[config.mk]
export PLATFORM = sky130hd
export DESIGN_NAME = program_counter_fetch_sequencer
export DESIGN_NICKNAME = d
export VERILOG_FILES = /design/src/fetch_seq_pkg.sv /design/src/return_stack.sv /design/src/program_counter_fetch_sequencer.sv
export SDC_FILE = /design/constraint.sdc
export NUM_CORES = 1
export LEC_CHECK = 0
export ABC_AREA = 1
export BUFFER_PORTS_ARGS = -buffer_cell sky130_fd_sc_hd__buf_4
export CORE_MARGIN = 3
export CORE_UTILIZATION = 30
export DETAILED_ROUTE_END_ITERATION = 7
export MAX_ROUTING_LAYER = met4
export PLACE_DENSITY = 0.45
export SLEW_MARGIN = 20
export SYNTH_ARGS = -nofsm -noshare
export SYNTH_HDL_FRONTEND = slang
export SYNTH_SLANG_ARGS = --single-unit
[constraint.sdc]
create_clock -name i_clk -period 2.8 [get_ports i_clk]
set_input_delay 0.56 -clock i_clk [delete_from_list [all_inputs] [get_ports i_clk]]
set_output_delay 0.56 -clock i_clk [all_outputs]
set_load 0.02 [all_outputs]
[src/fetch_seq_pkg.sv]
/*
  Constants for the instruction fetch and program counter sequencer:
  data-space offsets, vectors, phase numbers, start-up timing, state codes.
  Assumes a single 40 MHz system clock that also serves as the core clock.
*/
// What this block does
// - System clock splits into four phases; one instruction cycle is four clocks.
// - Next instruction is fetched while the previous one executes.
// - Instructions that change the counter take two cycles with a dummy refill.
// - Counter advances by one after every program word fetch except a lookup read.
// - Taken skip discards the fetched word; counter effectively advances by two.
// - Low counter byte at 06H; write keeps bits 9..8, short jump in page.
// - Counter loads a target on every transfer kind instead of incrementing.
// - Jump and call load all ten counter bits from the instruction word.
// - Return reloads all ten counter bits from the top stack entry.
// - Reset clears the counter so execution starts at 000H.
// - Enabled external interrupt with stack not full vectors to 004H.
// - Enabled timer overflow interrupt with stack not full vectors to 008H.
// - Program memory is 1024 x 14, addressed by counter or lookup pointer.
// - Current-page read uses counter bits 9..8; last-page read forces them to one.
// - Lookup low byte goes to data memory; six high bits to read-only 08H.
// - Lookup pointer is a read/write register at 07H set before reads.
// - Every lookup read instruction takes two instruction cycles.
// - Wake-up from halt holds execution for 1024 system clock periods.
// - Call and interrupt push the counter on a four-level stack; returns pop it.
// - With the stack full, an enabled interrupt waits until a return pops.

package fetch_seq_pkg;

  // ----------------------------------------------------------------
  // Data-space register offsets
  // ----------------------------------------------------------------
  localparam logic [7:0] LOW_BYTE_ADDR = 8'h06;
  localparam logic [7:0] LOOKUP_PTR_ADDR = 8'h07;
  localparam logic [7:0] LOOKUP_HIGH_ADDR = 8'h08;
  localparam logic [7:0] LOW_BYTE_RESET = 8'h00;
  localparam logic [7:0] LOOKUP_PTR_RESET = 8'h00;
  localparam logic [5:0] LOOKUP_HIGH_RESET = 6'h00;

  // ----------------------------------------------------------------
  // Program memory geometry and vectors
  // ----------------------------------------------------------------
  localparam int PC_W = 10;
  localparam int WORD_W = 14;
  localparam logic [9:0] RESET_VECTOR = 10'h000;
  localparam logic [9:0] EXT_VECTOR = 10'h004;
  localparam logic [9:0] TMR_VECTOR = 10'h008;
  localparam logic [1:0] LAST_PAGE = 2'h3;
  localparam int STACK_DEPTH = 4;

  // ----------------------------------------------------------------
  // Instruction cycle phases
  // ----------------------------------------------------------------
  localparam logic [1:0] PH_FETCH = 2'h0;
  localparam logic [1:0] PH_CAPTURE = 2'h1;
  localparam logic [1:0] PH_LAST = 2'h3;

  // ----------------------------------------------------------------
  // Start-up timer after wake-up
  // ----------------------------------------------------------------
  localparam int SST_PERIODS = 1024;
  localparam int SYS_PERIOD_NS = 25;
  localparam int CLK_PERIOD_NS = 25;
  localparam int SST_CYCLES = (SST_PERIODS * SYS_PERIOD_NS + CLK_PERIOD_NS - 1) / CLK_PERIOD_NS;

  // ----------------------------------------------------------------
  // Run state of the sequencer
  // ----------------------------------------------------------------
  typedef enum logic [1:0] {
    ST_RUN = 2'b00,
    ST_HALT = 2'b01,
    ST_START = 2'b10
  } run_state_t;

endpackage

[src/return_stack.sv]
/*
  Return address stack for calls and interrupts.
  Assumes push and pop are single-cycle pulses and never both at once.
*/
`timescale 1ns/1ps
`default_nettype none

module return_stack #(
  parameter int DEPTH = 4,
  parameter int WIDTH = 10
) (
  // Clock and reset
  input wire logic i_clk,
  input wire logic i_reset,
  // Stack operations
  input wire logic i_push,
  input wire logic i_pop,
  input wire logic [WIDTH-1:0] i_push_value,
  // Status
  output logic [WIDTH-1:0] o_top,
  output logic o_full
);

  logic [WIDTH-1:0] entry_q [DEPTH];
  logic [$clog2(DEPTH+1)-1:0] count_q;

  // ----------------------------------------------------------------
  // Storage: a shift register, so an overflowing push drops the oldest
  // ----------------------------------------------------------------
  genvar g;
  generate
    for (g = 0; g < DEPTH; g++) begin : g_entry
      always_ff @(posedge i_clk) begin
        if (i_reset) begin
          entry_q[g] <= '0;
        end else if (i_push) begin
          entry_q[g] <= (g == 0) ? i_push_value : entry_q[(g == 0) ? 0 : g-1];
        end else if (i_pop) begin
          entry_q[g] <= (g == DEPTH-1) ? '0 : entry_q[(g == DEPTH-1) ? g : g+1];
        end
      end
    end
  endgenerate

  // Fill level saturates at the depth
  always_ff @(posedge i_clk) begin
    if (i_reset) begin
      count_q <= '0;
    end else if (i_push && !o_full) begin
      count_q <= count_q + 1'b1;
    end else if (i_pop && count_q != '0) begin
      count_q <= count_q - 1'b1;
    end
  end

  assign o_top = entry_q[0];
  assign o_full = (count_q == DEPTH[$clog2(DEPTH+1)-1:0]);

endmodule // return_stack

`default_nettype wire

[src/program_counter_fetch_sequencer.sv]
/*
  Fetch and program counter sequencer: four-phase instruction cycle,
  fetch/execute overlap, transfers, skips, lookup reads, vectors, halt.
  Assumes the execute unit asserts its command inputs in phase 3 of the
  cycle in which o_exec_valid is high, and that interrupt requests come
  already enabled and prioritised from the interrupt controller.
*/
`timescale 1ns/1ps
`default_nettype none

module program_counter_fetch_sequencer #(
  parameter int SST_COUNT = fetch_seq_pkg::SST_CYCLES
) (
  // Clock and reset
  input wire logic i_clk,
  input wire logic i_reset,
  // Program memory read port, data one clock after the strobe
  output logic [9:0] o_pmem_addr,
  output logic o_pmem_rd,
  input wire logic [13:0] i_pmem_data,
  // Register port in data space
  input wire logic [7:0] i_reg_addr,
  input wire logic [7:0] i_reg_wdata,
  input wire logic i_reg_wr,
  input wire logic i_reg_rd,
  output logic [7:0] o_reg_rdata,
  // Instruction handed to the execute unit
  output logic [13:0] o_exec_word,
  output logic [9:0] o_exec_pc,
  output logic o_exec_valid,
  output logic [1:0] o_phase,
  // Commands from the execute unit, valid in the last phase
  input wire logic i_jump,
  input wire logic i_call,
  input wire logic i_ret,
  input wire logic i_skip,
  input wire logic i_read_cur,
  input wire logic i_read_last,
  input wire logic [7:0] i_read_dest,
  input wire logic i_halt,
  // Lookup result write into data memory
  output logic [7:0] o_dmem_addr,
  output logic [7:0] o_dmem_wdata,
  output logic o_dmem_wr,
  // Interrupt requests and acknowledges
  input wire logic i_ext_irq,
  input wire logic i_tmr_irq,
  output logic o_ext_ack,
  output logic o_tmr_ack,
  // Wake-up request while halted
  input wire logic i_wake,
  output logic o_halted
);

  // ----------------------------------------------------------------
  // Declarations
  // ----------------------------------------------------------------
  fetch_seq_pkg::run_state_t state_q;
  logic [1:0] phase_q;
  logic [12:0] sst_cnt_q;
  logic [9:0] pc_q;
  logic [9:0] pc_d;
  logic [9:0] fetch_pc_q;
  logic [13:0] fetch_word_q;
  logic [13:0] exec_word_q;
  logic [9:0] exec_pc_q;
  logic exec_valid_q;
  logic [9:0] pmem_addr_q;
  logic [9:0] pmem_addr_d;
  logic [7:0] lookup_ptr_q;
  logic [5:0] lookup_high_q;
  logic [7:0] low_byte_val_q;
  logic low_byte_pend_q;
  logic read_pend_q;
  logic [9:0] read_addr_q;
  logic [7:0] read_dest_q;
  logic [7:0] rdata_q;
  logic dmem_wr_q;
  logic [7:0] dmem_addr_q;
  logic [7:0] dmem_wdata_q;
  logic ext_ack_q;
  logic tmr_ack_q;
  logic running;
  logic cycle_end;
  logic xfer;
  logic read_start;
  logic push;
  logic pop;
  logic [9:0] push_value;
  logic take_ext;
  logic take_tmr;
  logic [9:0] stack_top;
  logic stack_full;

  // ----------------------------------------------------------------
  // Return stack
  // ----------------------------------------------------------------
  return_stack #(
    .DEPTH(fetch_seq_pkg::STACK_DEPTH),
    .WIDTH(fetch_seq_pkg::PC_W)
  ) u_stack (
    .i_clk(i_clk),
    .i_reset(i_reset),
    .i_push(push),
    .i_pop(pop),
    .i_push_value(push_value),
    .o_top(stack_top),
    .o_full(stack_full)
  );

  // ----------------------------------------------------------------
  // Run control: halt, wake-up and start-up hold-off
  // ----------------------------------------------------------------
  assign running = (state_q == fetch_seq_pkg::ST_RUN);
  assign cycle_end = running && (phase_q == fetch_seq_pkg::PH_LAST);

  // Halt only takes effect at a cycle boundary
  always_ff @(posedge i_clk) begin
    if (i_reset) begin
      state_q <= fetch_seq_pkg::ST_RUN;
      sst_cnt_q <= '0;
    end else begin
      case (state_q)
        fetch_seq_pkg::ST_RUN: begin
          if (cycle_end && exec_valid_q && i_halt) begin
            state_q <= fetch_seq_pkg::ST_HALT;
          end
        end
        fetch_seq_pkg::ST_HALT: begin
          if (i_wake) begin
            state_q <= fetch_seq_pkg::ST_START;
            sst_cnt_q <= 13'(SST_COUNT - 1);
          end
        end
        fetch_seq_pkg::ST_START: begin
          if (sst_cnt_q == '0) begin
            state_q <= fetch_seq_pkg::ST_RUN;
          end else begin
            sst_cnt_q <= sst_cnt_q - 1'b1;
          end
        end
        default: begin
          state_q <= fetch_seq_pkg::ST_RUN;
        end
      endcase
    end
  end

  // Phase counter; frozen outside the run state
  always_ff @(posedge i_clk) begin
    if (i_reset) begin
      phase_q <= fetch_seq_pkg::PH_FETCH;
    end else if (running) begin
      phase_q <= phase_q + 2'h1;
    end
  end

  // ----------------------------------------------------------------
  // Next counter and end-of-cycle decision
  // ----------------------------------------------------------------
  // Execute-unit transfers win over interrupts; an interrupt then
  // waits one cycle, which keeps push and pop from meeting.
  always_comb begin
    pc_d = pc_q;
    xfer = 1'b0;
    read_start = 1'b0;
    push = 1'b0;
    pop = 1'b0;
    push_value = fetch_pc_q;
    take_ext = 1'b0;
    take_tmr = 1'b0;
    if (cycle_end && !read_pend_q) begin
      if (exec_valid_q && (i_jump || i_call)) begin
        pc_d = exec_word_q[9:0];
        xfer = 1'b1;
        push = i_call;
      end else if (exec_valid_q && i_ret) begin
        pc_d = stack_top;
        xfer = 1'b1;
        pop = 1'b1;
      end else if (exec_valid_q && i_skip) begin
        pc_d = exec_pc_q + 10'h002;
        xfer = 1'b1;
      end else if (low_byte_pend_q) begin
        pc_d = {pc_q[9:8], low_byte_val_q};
        xfer = 1'b1;
      end else if (exec_valid_q && (i_read_cur || i_read_last)) begin
        read_start = 1'b1;
      end else if ((i_ext_irq || i_tmr_irq) && !stack_full) begin
        take_ext = i_ext_irq;
        take_tmr = !i_ext_irq;
        pc_d = i_ext_irq ? fetch_seq_pkg::EXT_VECTOR : fetch_seq_pkg::TMR_VECTOR;
        xfer = 1'b1;
        push = 1'b1;
      end
    end
  end

  // Address of the next program memory access
  always_comb begin
    pmem_addr_d = pc_d;
    if (read_start) begin
      if (i_read_last) begin
        pmem_addr_d = {fetch_seq_pkg::LAST_PAGE, lookup_ptr_q};
      end else begin
        pmem_addr_d = {pc_q[9:8], lookup_ptr_q};
      end
    end
  end

  // ----------------------------------------------------------------
  // Program counter and fetch stage
  // ----------------------------------------------------------------
  // Counter steps once per fetched word, skipped in lookup cycles
  always_ff @(posedge i_clk) begin
    if (i_reset) begin
      pc_q <= fetch_seq_pkg::RESET_VECTOR;
      fetch_pc_q <= fetch_seq_pkg::RESET_VECTOR;
      fetch_word_q <= '0;
    end else if (running && phase_q == fetch_seq_pkg::PH_CAPTURE && !read_pend_q) begin
      fetch_word_q <= i_pmem_data;
      fetch_pc_q <= pc_q;
      pc_q <= pc_q + 10'h001;
    end else if (cycle_end && xfer) begin
      pc_q <= pc_d;
    end
  end

  // Memory address, registered and changed only at cycle ends
  always_ff @(posedge i_clk) begin
    if (i_reset) begin
      pmem_addr_q <= fetch_seq_pkg::RESET_VECTOR;
    end else if (cycle_end) begin
      pmem_addr_q <= pmem_addr_d;
    end
  end

  assign o_pmem_addr = pmem_addr_q;
  assign o_pmem_rd = running && (phase_q == fetch_seq_pkg::PH_FETCH);

  // ----------------------------------------------------------------
  // Execute stage
  // ----------------------------------------------------------------
  // A transfer or lookup turns the next cycle into a dummy refill
  always_ff @(posedge i_clk) begin
    if (i_reset) begin
      exec_word_q <= '0;
      exec_pc_q <= fetch_seq_pkg::RESET_VECTOR;
      exec_valid_q <= 1'b0;
    end else if (cycle_end) begin
      if (xfer || read_start) begin
        exec_valid_q <= 1'b0;
      end else begin
        exec_word_q <= fetch_word_q;
        exec_pc_q <= fetch_pc_q;
        exec_valid_q <= 1'b1;
      end
    end
  end

  assign o_exec_word = exec_word_q;
  assign o_exec_pc = exec_pc_q;
  assign o_exec_valid = exec_valid_q && running;
  assign o_phase = phase_q;
  assign o_halted = !running;

  // ----------------------------------------------------------------
  // Lookup reads
  // ----------------------------------------------------------------
  // The already fetched word is held through the lookup cycle
  always_ff @(posedge i_clk) begin
    if (i_reset) begin
      read_pend_q <= 1'b0;
      read_addr_q <= '0;
      read_dest_q <= '0;
    end else if (cycle_end) begin
      read_pend_q <= read_start;
      if (read_start) begin
        read_addr_q <= pmem_addr_d;
        read_dest_q <= i_read_dest;
      end
    end
  end

  // Result capture: low byte to data memory, high bits kept here
  always_ff @(posedge i_clk) begin
    if (i_reset) begin
      lookup_high_q <= fetch_seq_pkg::LOOKUP_HIGH_RESET;
      dmem_wr_q <= 1'b0;
      dmem_addr_q <= '0;
      dmem_wdata_q <= '0;
    end else begin
      dmem_wr_q <= 1'b0;
      if (running && phase_q == fetch_seq_pkg::PH_CAPTURE && read_pend_q) begin
        lookup_high_q <= i_pmem_data[13:8];
        dmem_wr_q <= 1'b1;
        dmem_addr_q <= read_dest_q;
        dmem_wdata_q <= i_pmem_data[7:0];
      end
    end
  end

  assign o_dmem_wr = dmem_wr_q;
  assign o_dmem_addr = dmem_addr_q;
  assign o_dmem_wdata = dmem_wdata_q;

  // ----------------------------------------------------------------
  // Interrupt acknowledges
  // ----------------------------------------------------------------
  always_ff @(posedge i_clk) begin
    if (i_reset) begin
      ext_ack_q <= 1'b0;
      tmr_ack_q <= 1'b0;
    end else begin
      ext_ack_q <= take_ext;
      tmr_ack_q <= take_tmr;
    end
  end

  assign o_ext_ack = ext_ack_q;
  assign o_tmr_ack = tmr_ack_q;

  // ----------------------------------------------------------------
  // Register port
  // ----------------------------------------------------------------
  // Lookup pointer; software loads it before issuing a lookup
  always_ff @(posedge i_clk) begin
    if (i_reset) begin
      lookup_ptr_q <= fetch_seq_pkg::LOOKUP_PTR_RESET;
    end else if (i_reg_wr && i_reg_addr == fetch_seq_pkg::LOOKUP_PTR_ADDR) begin
      lookup_ptr_q <= i_reg_wdata;
    end
  end

  // Low-byte write is held until the cycle end; a new write wins
  always_ff @(posedge i_clk) begin
    if (i_reset) begin
      low_byte_pend_q <= 1'b0;
      low_byte_val_q <= fetch_seq_pkg::LOW_BYTE_RESET;
    end else if (i_reg_wr && i_reg_addr == fetch_seq_pkg::LOW_BYTE_ADDR) begin
      low_byte_pend_q <= 1'b1;
      low_byte_val_q <= i_reg_wdata;
    end else if (cycle_end && !read_pend_q && !(exec_valid_q && (i_jump || i_call || i_ret
                 || i_skip))) begin
      low_byte_pend_q <= 1'b0;
    end
  end

  // Read data one clock after the strobe; unmapped offsets read zero
  always_ff @(posedge i_clk) begin
    if (i_reset) begin
      rdata_q <= 8'h00;
    end else if (i_reg_rd) begin
      case (i_reg_addr)
        fetch_seq_pkg::LOW_BYTE_ADDR: rdata_q <= exec_pc_q[7:0];
        fetch_seq_pkg::LOOKUP_PTR_ADDR: rdata_q <= lookup_ptr_q;
        fetch_seq_pkg::LOOKUP_HIGH_ADDR: rdata_q <= {2'h0, lookup_high_q};
        default: rdata_q <= 8'h00;
      endcase
    end else begin
      rdata_q <= 8'h00;
    end
  end

  assign o_reg_rdata = rdata_q;

endmodule // program_counter_fetch_sequencer

`default_nettype wire

Word level (Yosys, flattened, before mapping)
Memories as Yosys holds them, arrays and structs flattened.
Cells that the tools add are included.
W data, S select, Z words.

word-level totals
  output and inout port bits = 66
  memories kept = 1
  memory bits (writable) = 40
  input port bits = 52
  logic and storage cells = 164
  bits in registers = 148

operators by class
  eq/ne operators = 12
  reduce and logical (&&, ||, !) cells = 46
  bitwise gates (word level) = 12
  add/subtract/negate cells = 6
  multiplexer cells = 64

memories
  name             words  width  rd ports  clocked after memory_dff  wr ports  line                RTL
  u_stack.entry_q  4      10     4         0                         4         return_stack.sv:24  logic [WIDTH-1:0] entry_q [DEPTH];

operators with widths
  cell                     count
  $mux W10                 19
  $mux W1                  34
  $mux W13                 2
  $pmux W13 S2             1
  $pmux W8 S3              1
  $logic_and A1 B1 Y1      21
  $eq A8 B3 Y1 const B     2
  $logic_not A13 Y1        1
  $sub A13 B1 Y13 const B  1
  $add A10 B1 Y10 const B  1
  $add A10 B2 Y10 const B  1
  $eq A8 B4 Y1 const B     1
  $or A1 B1 Y1             8
  $reduce_bool A2 Y1       4
  $reduce_or A8 Y1         1
  $logic_or A1 B1 Y1       6
  $mux W2                  3
  $mux W3                  2
  $ne A2 B2 Y1 const B     3
  $pmux W2 S3              1
  $reduce_and A3 Y1        2
  $logic_not A1 Y1         5
  $eq A2 B1 Y1 const B     2
  $eq A2 B2 Y1 const B     2
  11 further kinds         16

Depth between registers and ports, before layout
  depth in word-level cells = 15
  gate-level depth with buffers = 14
  depth with buffers taken out = 14

Modules after synthesis
From an unflattened synthesis, not the netlist that was laid out.

second synthesis, totals
  cells, all modules = 1086
  area total of the unflattened synthesis = 8501.9 sq um

by module, submodules not included
  module                           times used  area each (sq um)  sequential area each (sq um)  cells an instance
  program_counter_fetch_sequencer  1           6463.7             2902.8                        914
  return_stack                     1           2038.2             1261.2                        172

Worst setup path after synthesis
No wires, ideal clock.

  path type = register to register
  from = register phase_q[0] (netlist: o_phase[0])
  to = memory u_stack.entry_q[0][0], enable pin
  buffers on the path = 2
  setup time = 0.543 ns
  arrival = 2.131 ns
  clock period less this slack = 2.674 ns
  data required time = 2.257 ns
  stages on the path, launching flop included = 10
  setup slack = 0.126 ns
  cells stage by stage = dfxtp_1 -> ha_1 -> nand2_4 -> nor2_8 -> inv_2 -> buf_2 -> nor3_4 -> nand2_1 -> buf_2 -> nand3_1

RTL lines
  item                    line                                    RTL
  from (decl)             program_counter_fetch_sequencer.sv:59   logic [1:0] phase_q;
  from (signal assigned)  program_counter_fetch_sequencer.sv:152  phase_q <= fetch_seq_pkg::PH_FETCH;
  from (signal assigned)  program_counter_fetch_sequencer.sv:154  phase_q <= phase_q + 2'h1;
  to (decl)               return_stack.sv:24

Final worst setup path
  from = register phase_q[0] (netlist: o_phase[0])
  to = register read_dest_q[1]

between the ends
  longest elaborated chain between the ends = 5

ends and longest elaborated chain
  item                           line                                    RTL
  $eq A2 B2 Y1 *                 program_counter_fetch_sequencer.sv:115  assign cycle_end = running && (phase_q == fetch_seq_pkg::PH_LAST);
  $logic_and A1 B1 Y1 *          program_counter_fetch_sequencer.sv:115
  $logic_and A1 B1 Y1            program_counter_fetch_sequencer.sv:172  if (cycle_end && !read_pend_q) begin
  $mux W1                        program_counter_fetch_sequencer.sv:172
  $reduce_and A2 Y1 (no line) *  -
  to (signal assigned)           program_counter_fetch_sequencer.sv:280  read_dest_q <= i_read_dest;
  to (decl)                      program_counter_fetch_sequencer.sv:76   logic [7:0] read_dest_q;

Every way passes the cells marked *; elsewhere a longest branch is shown, timed or not.
A chain may end at the register's enable or synchronous reset.

==> impl_metrics.csv <==
group,metric,value,unit
worst_hold_path,hp-class,"in -> reg",
floorplan,rows,60,
routing,antenna_left,0,
routing,dr.pass1.iters,5,
yosys,ys_seq_area_share,50.39,%
layout,n_fill_cell,2893,
yosys,avgSynthCellArea,7.886,um2
critical_path,reg2reg_slack,460,ps
clock_tree,clk_transition_reported_paths,80,ps
routing,routedWlPerCell,16.82,um
layout,n_antenna_cell,0,
sta,fin_tns_setup,0,ps
global_routing,grt_max_degree,49,
routing,via_count,7328,
clock_tree,root_buffer,"clkbuf_16",
clock_tree,post-cts-setup-buffers,0,
layout,layout.nets,1217,
yosys,synth_edf_count,40,
floorplan,start_util,30.58,%
clock_tree,postCtsHoldBufs,0,
floorplan,chipWidth,172.0,um
sta,rsz0062_at_grt,"no",
floorplan,coreArea,27030,um2
sta,final-setup-viol-count,0,
clock_tree,clock-sinks,188,
critical_path,crit_chain,"ha_1, nand2_4, nor2_8, inv_2, nor2_4, inv_2, nor3_4, buf_4, o21ai_0, nor2_1",
sta,hold_violations,0,
routing,drtIter0Drc,511,
critical_path,start_kind,"flip-flop",
floorplan,pin_count,118,
sta,worst_slew_pin_slew,851.9,ps
layout,seqCellArea,4164,um2
critical_path,crit_fanout,24,
yosys,yosysUniqueCellTypes,51,
critical_path,arrival,2720,ps
power,p_per_area,597.4,nW/um2
sta,finalMaxSlewViolations,0,
floorplan,dieArea,29580,um2
clock_tree,cts_tree,"done",
flow_run,maxCapViolCount,0,
yosys,ys_warn_count,0,
critical_path,max_stage_delay,380,ps
sta,fmax,427.5,MHz
global_routing,grt_pass1_wl,39610,um
placed_design,io_buffers,117,
clock_tree,numCtsBuffers,17,
global_routing,antenna_found_initial,0,
clock_tree,cts_resized,0,
yosys,ys_ff_latch,188,
worst_hold_path,worstHoldPathCells,3,
yosys,syn_nets,1107,
floorplan,fp.dieH,172.0,um
critical_path,end_kind,"flip-flop",
global_routing,grt_pass1_vias,7040,
power,ir_worst_vdd,326.5,uV
placed_design,hpwl,18360,um
layout,multi_input_area,3311,um2
sta,worst_slew_margin_rel,43.15,%
routing,route.detailed.drc,0,
power,leakagePower,4.131,nW
layout,drive_above_1_share,16.99,%
clock_tree,clk_latency,440,ps
layout,final_cell_mix,"nand2_1, dfxtp_1, inv_1",
layout,utilization,37.39,%
yosys,syn_inst,1048,
yosys,synth.cell_area,8264,um2
critical_path,crit_type,"reg -> reg",
routing,via_per_inst,4.847,
sta,fin_crit,2339,ps
clock_tree,htree_levels,4,
run_status,outcome,"completed",
global_routing,grt.total_usage,17.85,%
layout,final_common_cell,"nand2_1",
sta,skew,14.88,ps
global_routing,overflow,0,
clock_tree,clock_path_buffers,2,
critical_path,rr_worst_depth,10,
routing,wirelength,25430,um
critical_path,required,3180,ps
layout,areaGrowthSynthToFinish,22.27,%
critical_path,crit_top_cell,"inv_2",
yosys,synth_top_flop_cell,"dfxtp_1",
critical_path,slowest_stage,"dfxtp_1",
placed_design,gp_congestion,0.8977,
yosys,async_flop_share,0,%
sta,final.period_utilization,83.55,%
[cells in the mapped netlist (2+ instances only)]
master,count,area (um2)
nand2_1,165,619.3
or2_2,3,18.77
nand4_1,7,43.79
nor3_1,9,45.04
inv_1,146,548.0
o22ai_1,32,200.2
nor2_2,4,25.02
dfxtp_1,148,2963
xor2_1,6,52.55
inv_2,4,15.01
buf_6,2,22.52
o21ai_0,101,505.5
o221ai_1,3,26.28
o21a_1,2,15.01
nand3_1,37,185.2
ha_1,6,75.07
nor3_4,2,32.53
buf_1,2,7.510
a31oi_1,6,37.54
buf_4,2,15.01
nor2_4,4,45.04
a221oi_1,6,52.55
nor2_1,105,394.1
edfxtp_1,40,1201
o21ai_1,6,30.03
o21ai_2,2,17.52
nand3_2,3,30.03
buf_2,8,40.04
a21oi_1,132,660.6
clkbuf_1,33,123.9
o31ai_1,2,15.01
[routing by layer]
metal	part of all wire (%)	global-route usage (%)	up-vias	routed length [um]
met2	44	26.87	173	11250
met5	0	-	-	0
met1	49	24.41	3441	12450
met3	5.4	4.138	20	1382
met4	1.4	4.408	0	350
li1	-	-	3694	-
[power by group]
| part | switching, W | leakage [nW] | internal (W) |
|---|---|---|---|
| clock network | 0.00116 | 0.291 | 0.00130 |
| registers | 0.0000802 | 1.61 | 0.00287 |
| logic | 0.000405 | 2.23 | 0.000223 |
| total | 0.00164 | 4.13 | 0.00439 |
[cells by family (layout without fill, tap and decap cells)]
kind of cell	count (synthesis)	count (layout)	synth area share (%)
simple gates	348	348	18.43
xor+xnor	7	7	0.7419
fa+ha+maj	7	7	1.151
compound gates	299	299	19.74
buf+inv	199	322	9.553
flops	188	188	50.39
[through the flow]
| step | cell area [um2] | worst slack (ps) | power (W) | hold WS, ps | instances |
|---|---|---|---|---|---|
| 3_3_place_gp | 9524 | 305.1 | 0.003641 | 435.2 | 1480 |
| 2_1_floorplan | 8264 | 125.9 | 0.003360 | 423.9 | 1048 |
| 6_report | 10100 | 460.6 | 0.006036 | 344.1 | 1512 |
| 3_5_place_dp | 9524 | 326.7 | 0.003643 | 438.2 | 1480 |
| 5_1_grt | 10100 | 202.4 | 0.006297 | 347.1 | 1512 |
| 4_1_cts | 10100 | 467.8 | 0.006100 | 329.2 | 1512 |
[final timing paths]
path / startpoint / to
setup / recovery: o_phase[0] / read_dest_q[1]
hold / removal: i_read_dest[1] / read_dest_q[1]
setup reg to reg: o_phase[0] / read_dest_q[1]
hold reg to reg: sst_cnt_q[12] / sst_cnt_q[12]
[cell type report]
class	instances	area share [%]
clock inverters	14	1.498
inverters	151	5.609
flip-flops and latches	188	41.21
clock buffers	18	4.247
repair buffers	139	10.45
multi-input cells	661	32.76
well taps	341	4.222
[registers in the layout, indices dropped and copies added (netlist names), 2 cells and up]
register	cells
u_stack.count_q	3
o_exec_pc	10
state_q	2
read_dest_q	8
o_dmem_wdata	8
fetch_word_q	14
lookup_ptr_q	8
o_pmem_addr	10
u_stack.entry_q	40
o_dmem_addr	8
fetch_pc_q	10
o_exec_word	14
low_byte_val_q	8
sst_cnt_q	13
o_reg_rdata	8
lookup_high_q	6
o_phase	2
pc_q	10
[worst max-delay path: cells and delay by family (launching register included)]
| kind | cells | cell delay (ps) |
|---|---|---|
| buf+inv | 3 | 540 |
| fa+ha+maj | 1 | 210 |
| compound gates | 1 | 90 |
| flops | 1 | 380 |
| simple gates | 5 | 1060 |
Note: power is estimated with default switching activity, not from simulation.
